$ cat src/pdd_consts.svh
/*
  constants for the dual-modulus divider core: reference ratios, pin
  synchroniser layout, detector pulse width.
  assumes the including file runs on the 125 MHz system clock.
*/
`ifndef PDD_CONSTS_SVH
`define PDD_CONSTS_SVH

// system clock period
`define PDD_CLK_PERIOD_NS 8

// reference divide ratios, indexed by select code
`define PDD_RDIV_0 12'h008
`define PDD_RDIV_1 12'h040
`define PDD_RDIV_2 12'h080
`define PDD_RDIV_3 12'h100
`define PDD_RDIV_4 12'h200
`define PDD_RDIV_5 12'h400
`define PDD_RDIV_6 12'h488
`define PDD_RDIV_7 12'h800

// programmed-value and reference counter widths
`define PDD_MAIN_W 10
`define PDD_SWAL_W 6
`define PDD_RSEL_W 3
`define PDD_RCNT_W 12

// pin synchroniser: {swallow, main, ref select, crystal, prescaler}
`define PDD_SYNC_W 21
`define PDD_SYNC_PRE 0
`define PDD_SYNC_XTAL 1
`define PDD_SYNC_RSEL_LO 2
`define PDD_SYNC_MAIN_LO 5
`define PDD_SYNC_SWAL_LO 15
// open programming pins read as one
`define PDD_SYNC_RST 21'h1FFFFF

// shortest joint low pulse of the detector
`define PDD_MIN_PULSE_NS 20
`define PDD_MIN_PULSE_CYC ((`PDD_MIN_PULSE_NS + `PDD_CLK_PERIOD_NS - 1) / `PDD_CLK_PERIOD_NS)
`define PDD_PW_W 4

`endif

$ cat src/pdd_pkg.sv
/*
  types shared by the dual-modulus divider core.
  assumes pdd_consts.svh is not needed here; types only.
*/
package pdd_pkg;

  // modulus phase of one divide cycle, gray along swallow -> main
  typedef enum logic [1:0] {
    PDD_SWALLOW = 2'b00,
    PDD_MAIN    = 2'b01
  } pdd_mod_state_t;

  // double-ended detector outputs, both active low
  typedef struct packed {
    logic ref_side_n;
    logic vco_side_n;
  } pdd_det_t;

endpackage

$ cat src/pdd_core.sv
/*
  dual-modulus pll divider core: reference divider, main and swallow
  counters, modulus control, double-ended phase detector, lock indicator.
  assumes an external dual-modulus prescaler on prescaler_in and static
  programming pins; both pin clocks are sampled by clk_sys (125 MHz).
*/
`timescale 1ns/1ps
`include "pdd_consts.svh"
module pdd_core (
  input  wire logic                     clk_sys,
  input  wire logic                     sys_rst,
  input  wire logic                     reference_crystal_in,
  input  wire logic                     prescaler_in,
  input  wire logic [`PDD_RSEL_W-1:0]   reference_select_code,
  input  wire logic [`PDD_MAIN_W-1:0]   main_divide_value,
  input  wire logic [`PDD_SWAL_W-1:0]   swallow_count_value,
  output logic                          reference_crystal_out,
  output logic                          modulus_control,
  output logic                          divided_reference,
  output logic                          divided_vco,
  output pdd_pkg::pdd_det_t             detector_out,
  output logic                          lock_indicator
);

  logic [`PDD_SYNC_W-1:0]   pin_sync;
  logic [`PDD_SYNC_W-1:0]   pin_rise;
  logic [`PDD_RSEL_W-1:0]   rsel;
  logic [`PDD_MAIN_W-1:0]   main_val;
  logic [`PDD_SWAL_W-1:0]   swal_val;
  logic                     vco_tick;
  logic                     ref_tick;

  // reference ratio from the select code
  function automatic logic [`PDD_RCNT_W-1:0] ref_ratio(input logic [`PDD_RSEL_W-1:0] code);
    logic [`PDD_RCNT_W-1:0] r;
    r = `PDD_RDIV_0;
    unique case (code)
      3'h0: r = `PDD_RDIV_0;
      3'h1: r = `PDD_RDIV_1;
      3'h2: r = `PDD_RDIV_2;
      3'h3: r = `PDD_RDIV_3;
      3'h4: r = `PDD_RDIV_4;
      3'h5: r = `PDD_RDIV_5;
      3'h6: r = `PDD_RDIV_6;
      3'h7: r = `PDD_RDIV_7;
    endcase
    return r;
  endfunction

  pdd_pin_sync #(
    .W   (`PDD_SYNC_W),
    .RST (`PDD_SYNC_RST)
  ) i_pdd_pin_sync (
    .clk_sys  (clk_sys),
    .sys_rst  (sys_rst),
    .pin_raw  ({swallow_count_value, main_divide_value, reference_select_code,
                reference_crystal_in, prescaler_in}),
    .pin_sync (pin_sync),
    .pin_rise (pin_rise)
  );

  // field split of the synchronised pins
  assign vco_tick = pin_rise[`PDD_SYNC_PRE];
  assign ref_tick = pin_rise[`PDD_SYNC_XTAL];
  assign rsel     = pin_sync[`PDD_SYNC_RSEL_LO +: `PDD_RSEL_W];
  assign main_val = pin_sync[`PDD_SYNC_MAIN_LO +: `PDD_MAIN_W];
  assign swal_val = pin_sync[`PDD_SYNC_SWAL_LO +: `PDD_SWAL_W];

  // reference divider
  logic [`PDD_RCNT_W-1:0] ref_cnt_r;
  logic [`PDD_RCNT_W-1:0] ref_last;
  logic                   ref_term;
  assign ref_last = ref_ratio(rsel) - `PDD_RCNT_W'(1);
  // a ratio change mid-count takes effect once the count passes it
  assign ref_term = ref_tick && (ref_cnt_r >= ref_last);

  always_ff @(posedge clk_sys) begin
    if (sys_rst) begin
      ref_cnt_r <= 12'h000;
    end else if (ref_term) begin
      ref_cnt_r <= 12'h000;
    end else if (ref_tick) begin
      ref_cnt_r <= ref_cnt_r + 12'h001;
    end
  end

  // main and swallow counters
  pdd_pkg::pdd_mod_state_t  state_r;
  pdd_pkg::pdd_mod_state_t  state_nxt;
  logic [`PDD_MAIN_W-1:0]   main_cnt_r;
  logic [`PDD_SWAL_W-1:0]   swal_cnt_r;
  logic                     main_term;
  logic                     swal_done;

  // the last edge of a cycle is the one seen with the count at one
  assign main_term = vco_tick && (main_cnt_r <= 10'h001);
  assign swal_done = vco_tick && (state_r == pdd_pkg::PDD_SWALLOW) && (swal_cnt_r <= 6'h01);

  always_comb begin
    state_nxt = state_r;
    if (main_term) begin
      state_nxt = (swal_val == 6'h00) ? pdd_pkg::PDD_MAIN : pdd_pkg::PDD_SWALLOW;
    end else if (swal_done) begin
      state_nxt = pdd_pkg::PDD_MAIN;
    end
  end

  // step and reload on prescaler edges
  always_ff @(posedge clk_sys) begin
    if (sys_rst) begin
      main_cnt_r <= 10'h000;
      swal_cnt_r <= 6'h00;
      state_r    <= pdd_pkg::PDD_MAIN;
    end else begin
      state_r <= state_nxt;
      if (main_term) begin
        main_cnt_r <= main_val;
        swal_cnt_r <= swal_val;
      end else if (vco_tick) begin
        main_cnt_r <= main_cnt_r - 10'h001;
        if (swal_cnt_r != 6'h00) begin
          swal_cnt_r <= swal_cnt_r - 6'h01;
        end
      end
    end
  end

  // phase/frequency detector
  logic                   ref_flag_r;
  logic                   vco_flag_r;
  logic                   ref_flag_nxt;
  logic                   vco_flag_nxt;
  logic [`PDD_PW_W-1:0]   pw_cnt_r;
  logic                   both;
  logic                   pw_end;
  assign both   = ref_flag_r && vco_flag_r;
  assign pw_end = both && (pw_cnt_r == `PDD_PW_W'(`PDD_MIN_PULSE_CYC - 1));

  // divided edges arm the flags; set beats the joint clear
  assign ref_flag_nxt = ref_term  || (ref_flag_r && !pw_end);
  assign vco_flag_nxt = main_term || (vco_flag_r && !pw_end);

  // joint pulse held for the minimum width so the combiner sees it
  always_ff @(posedge clk_sys) begin
    if (sys_rst) begin
      ref_flag_r <= 1'b0;
      vco_flag_r <= 1'b0;
      pw_cnt_r   <= 4'h0;
    end else begin
      ref_flag_r <= ref_flag_nxt;
      vco_flag_r <= vco_flag_nxt;
      pw_cnt_r   <= (both && !pw_end) ? pw_cnt_r + 4'h1 : 4'h0;
    end
  end

  // registered outputs
  always_ff @(posedge clk_sys) begin
    if (sys_rst) begin
      reference_crystal_out <= 1'b0;
      modulus_control       <= 1'b1;
      divided_reference     <= 1'b0;
      divided_vco           <= 1'b0;
      detector_out          <= '{ref_side_n: 1'b1, vco_side_n: 1'b1};
      lock_indicator        <= 1'b1;
    end else begin
      reference_crystal_out <= ~pin_sync[`PDD_SYNC_XTAL];
      modulus_control       <= (state_nxt == pdd_pkg::PDD_MAIN);
      divided_reference     <= ref_term;
      divided_vco           <= main_term;
      detector_out.ref_side_n <= ~ref_flag_nxt;
      detector_out.vco_side_n <= ~vco_flag_nxt;
      // lone flag means out of lock
      lock_indicator        <= ~(ref_flag_nxt ^ vco_flag_nxt);
    end
  end
endmodule // pdd_core

$ cat src/pdd_pin_sync.sv
/*
  two-flop synchroniser for a group of pins, with a rise pulse per bit.
  assumes the pins are asynchronous to clk_sys and slower than half its rate.
*/
`timescale 1ns/1ps
module pdd_pin_sync #(
  parameter int          W   = 1,
  parameter logic [W-1:0] RST = '0
) (
  input  wire logic         clk_sys,
  input  wire logic         sys_rst,
  input  wire logic [W-1:0] pin_raw,
  output logic      [W-1:0] pin_sync,
  output logic      [W-1:0] pin_rise
);

  logic [W-1:0] meta_r;
  logic [W-1:0] sync_r;
  logic [W-1:0] last_r;

  // first stage is read only by the second
  always_ff @(posedge clk_sys) begin
    if (sys_rst) begin
      meta_r <= RST;
      sync_r <= RST;
      last_r <= RST;
    end else begin
      meta_r <= pin_raw;
      sync_r <= meta_r;
      last_r <= sync_r;
    end
  end

  assign pin_sync = sync_r;
  assign pin_rise = sync_r & ~last_r;

endmodule // pdd_pin_sync

$ cat config.mk
export PLATFORM = sky130hd
export DESIGN_NAME = pdd_core
export DESIGN_NICKNAME = d
export VERILOG_FILES = /design/src/pdd_pkg.sv /design/src/pdd_core.sv /design/src/pdd_pin_sync.sv
export VERILOG_INCLUDE_DIRS = /design/src
export SDC_FILE = /design/constraint.sdc
export NUM_CORES = 1
export LEC_CHECK = 0
export ABC_AREA = 1
export ABC_CLOCK_PERIOD_IN_PS = 2200
export BUFFER_PORTS_ARGS = -buffer_cell sky130_fd_sc_hd__clkbuf_2
export CORE_AREA = 2 2 116 96
export CTS_CLUSTER_DIAMETER = 150
export DETAILED_ROUTE_END_ITERATION = 12
export DIE_AREA = 0 0 118 98
export PLACE_DENSITY = 0.69
export SYNTH_ARGS = -nofsm -noshare
export SYNTH_HDL_FRONTEND = slang
export SYNTH_HIERARCHICAL = 1
export SYNTH_SLANG_ARGS = --single-unit
$ cat constraint.sdc
create_clock -name clk_sys -period 2.2 [get_ports clk_sys]
set_input_delay 0.11 -clock clk_sys [delete_from_list [all_inputs] [get_ports clk_sys]]
set_output_delay 0.11 -clock clk_sys [all_outputs]
set_load 0.05 [all_outputs]
==> results.sh <==
export IMPL_ir_worst_vdd_v=0.0004780
export IMPL_die_height_um=98
export IMPL_period_share_pct=104.0
export IMPL_wirelength_um=7807
export IMPL_cts_tree="built"
export IMPL_p_switching_w=0.0009014
export IMPL_grt_overflow_total=0
export IMPL_portBuffers=29
export IMPL_ys_warn_count=6
export IMPL_syn2layout_area_growth_pct=25.39
export IMPL_maxSlewHeadroom_pct=69.54
export IMPL_grt_pass1_vias=2954
export IMPL_syn_num_nets=565
export IMPL_root_buffer="clkbuf_16"
export IMPL_drv_cap=0
export IMPL_end_kind="flop"
export IMPL_clk_latency_ps=340
export IMPL_cts_clk_slew_worst_paths_ps=70
export IMPL_initial_core_util_pct=37.62
export IMPL_crit_path_start_kind="flop"
export IMPL_crit_required_ps=2480
export IMPL_finalHoldViolations=0
export IMPL_max_freq_mhz=437.2
export IMPL_worstReg2RegEnd="ref_cnt_r[1]"
export IMPL_finalClockSkew_ps=9.252
export IMPL_reg2reg_setup_slack_ps=-90
export IMPL_leakagePower_nw=2.427
export IMPL_path_class="reg2reg"
export IMPL_syn_instance_count=521
export IMPL_ant_nets=0
export IMPL_seqPwrFrac_pct=47.5
export IMPL_remaining_drc_errors=0
export IMPL_dp_hpwl_um=5199
export IMPL_clockPowerShare_pct=43.3
export IMPL_fp_dieW_um=118
export IMPL_finalSetupTns_ps=-1056
export IMPL_fin_ws_ps=-87.39
export IMPL_drtIter0Drc=188
export IMPL_power_density_nw_per_um2=699.2
export IMPL_htreeDepth=3
export IMPL_drv_slew=0
export IMPL_setup_viol=15
export IMPL_r2r_cells=18
export IMPL_endpoint="ref_cnt_r[1]"
export IMPL_critPathArrivalTime_ps=2570
export IMPL_vias_per_cell=4.418
export IMPL_cp_max_fo=6
export IMPL_violations="negative setup slack"
export IMPL_syn_area_um2=3953
export IMPL_cts_buffers=9
export IMPL_cts_sinks=87
export IMPL_rsz0062_at_grt="yes"
export IMPL_fillerInstances=1014
export IMPL_ios=30
export IMPL_placed_cells=693
export IMPL_outcome="finished, violations left"
export IMPL_drt_pass1_iterations=4
export IMPL_grt_max_degree=45
export IMPL_syn_avg_cell_area_um2=7.586
export IMPL_period_needed_ps=2287
export IMPL_place_congestion=0.8618
export IMPL_r2r_start="i_pdd_pin_sync/pin_sync[3]"
export IMPL_fin_hold_ws_ps=51.07
export IMPL_pwr_share_comb_pct=9.2
export IMPL_num_vias=3247
export IMPL_final_cells=735
export IMPL_wl_per_cell_um=10.62
export IMPL_worstMarginPinSlew_ps=456.3
export IMPL_drive_gt1_share_pct=19.29
export IMPL_antennaDiodeCount=0
export IMPL_num_rows=34
export IMPL_power_internal_w=0.002564
export IMPL_hp_class="in2reg"
export IMPL_crit_start="i_pdd_pin_sync/pin_sync[3]"
export IMPL_core_area_um2=10510
export IMPL_fin_nets=630
export IMPL_switching_share_pct=26.01
export IMPL_grtUsageTotal_pct=14.04
export IMPL_clock_path_buffers=2
export IMPL_antenna_found_initial=0
export IMPL_grt_pass1_wl_um=13190
export IMPL_die_area_um2=11560
cell type report:
cell class	count	area [µm²]	share of cell area, %
multi-input combinational	332	1859	37.52
clock buffer	9	225.2	4.544
tap	144	180.2	3.635
clock inverter	7	72.57	1.464
sequential	87	1747	35.24
timing repair buffer	69	534.3	10.78
inverter	87	337.8	6.816
through the flow:
step                      util [%]  setup slack (ps)  power [W]  instance area (µm²)
after floorplan                  -             7.745   0.001884                 3960
after global placement       40.56            -27.51   0.001940                 4262
after detailed placement     40.56            -125.6   0.001948                 4262
after CTS                    46.46            -43.56   0.003486                 4882
after global routing         47.17            -198.3   0.003634                 4956
final                        47.17            -87.39   0.003465                 4956
layer usage:
metal	GRT usage, %	part of all wire [%]	routed length, µm
met5	0	0	0
met2	23.21	46	3561
met3	3.388	4.5	348
met4	5.839	1.4	112
met1	17.63	48	3784
how the worst min path moves through the flow:
stage / start / cells past startpoint / to
after floorplan: swallow_count_value[2] / 2 / i_pdd_pin_sync/meta_r[17]
after CTS: sys_rst / 2 / main_cnt_r[2]
after detailed placement: swallow_count_value[2] / 3 / i_pdd_pin_sync/meta_r[17]
after global placement: main_divide_value[4] / 3 / i_pdd_pin_sync/meta_r[9]
after global routing: sys_rst / 2 / main_cnt_r[2]
final: sys_rst / 2 / main_cnt_r[2]
layout by cell type, fill, tap and decap left out, drive strengths merged, types with 5 or more instances in the layout:
cell type / n
clkbuf: 38
xnor2: 9
xor2: 8
dlygate4sd3: 21
ha: 21
nand2: 142
o21ai: 18
nor2: 62
a21oi: 19
inv: 89
or2: 5
dfxtp: 87
nand4: 7
nand3: 32
buf: 19
worst max-delay path, cell delays in order (launching register included):
cell and delay, ps:
dfxtp_4 370, inv_4 60, ha_4 130, inv_2 30, o21a_1 200, buf_4 140, buf_4 120, inv_1 100
ha_1 250, nand2_1 70, nand2_1 60, nand2_1 70, nand2_1 50, nand2_1 70, nand3_1 80, nand2_2 100
nand2_4 80, buf_12 170, a21oi_2 90
registers in the layout, indices dropped and copies added, names as in the netlist, 2 cells and up:
register,flops
i_pdd_pin_sync/meta_r,21
i_pdd_pin_sync/pin_sync,21
ref_cnt_r,12
main_cnt_r,10
swal_cnt_r,6
pw_cnt_r,4
detector_out,2
i_pdd_pin_sync/last_r,2
state_r,2
power by group through the flow:
| stage | clock network [W] | registers [W] | logic, W |
|---|---|---|---|
| 2_1_floorplan | 0 | 0.00168 | 0.000199 |
| 6_report | 0.00150 | 0.00165 | 0.000320 |
| 3_3_place_gp | 0 | 0.00168 | 0.000261 |
| 5_1_grt | 0.00162 | 0.00165 | 0.000365 |
| 3_5_place_dp | 0 | 0.00168 | 0.000267 |
| 4_1_cts | 0.00153 | 0.00165 | 0.000310 |
what timing repair did:
item / CTS / global route
hold endpoints to repair: 21 / 0
pin swaps: 12 / 7
setup buffers: 3 / 1
setup endpoints to repair: 14 / 18
hold buffers: 21 / 0
cloned: 1 / 0
gates resized for setup: 20 / 17
(Power assumes the default switching activity.)
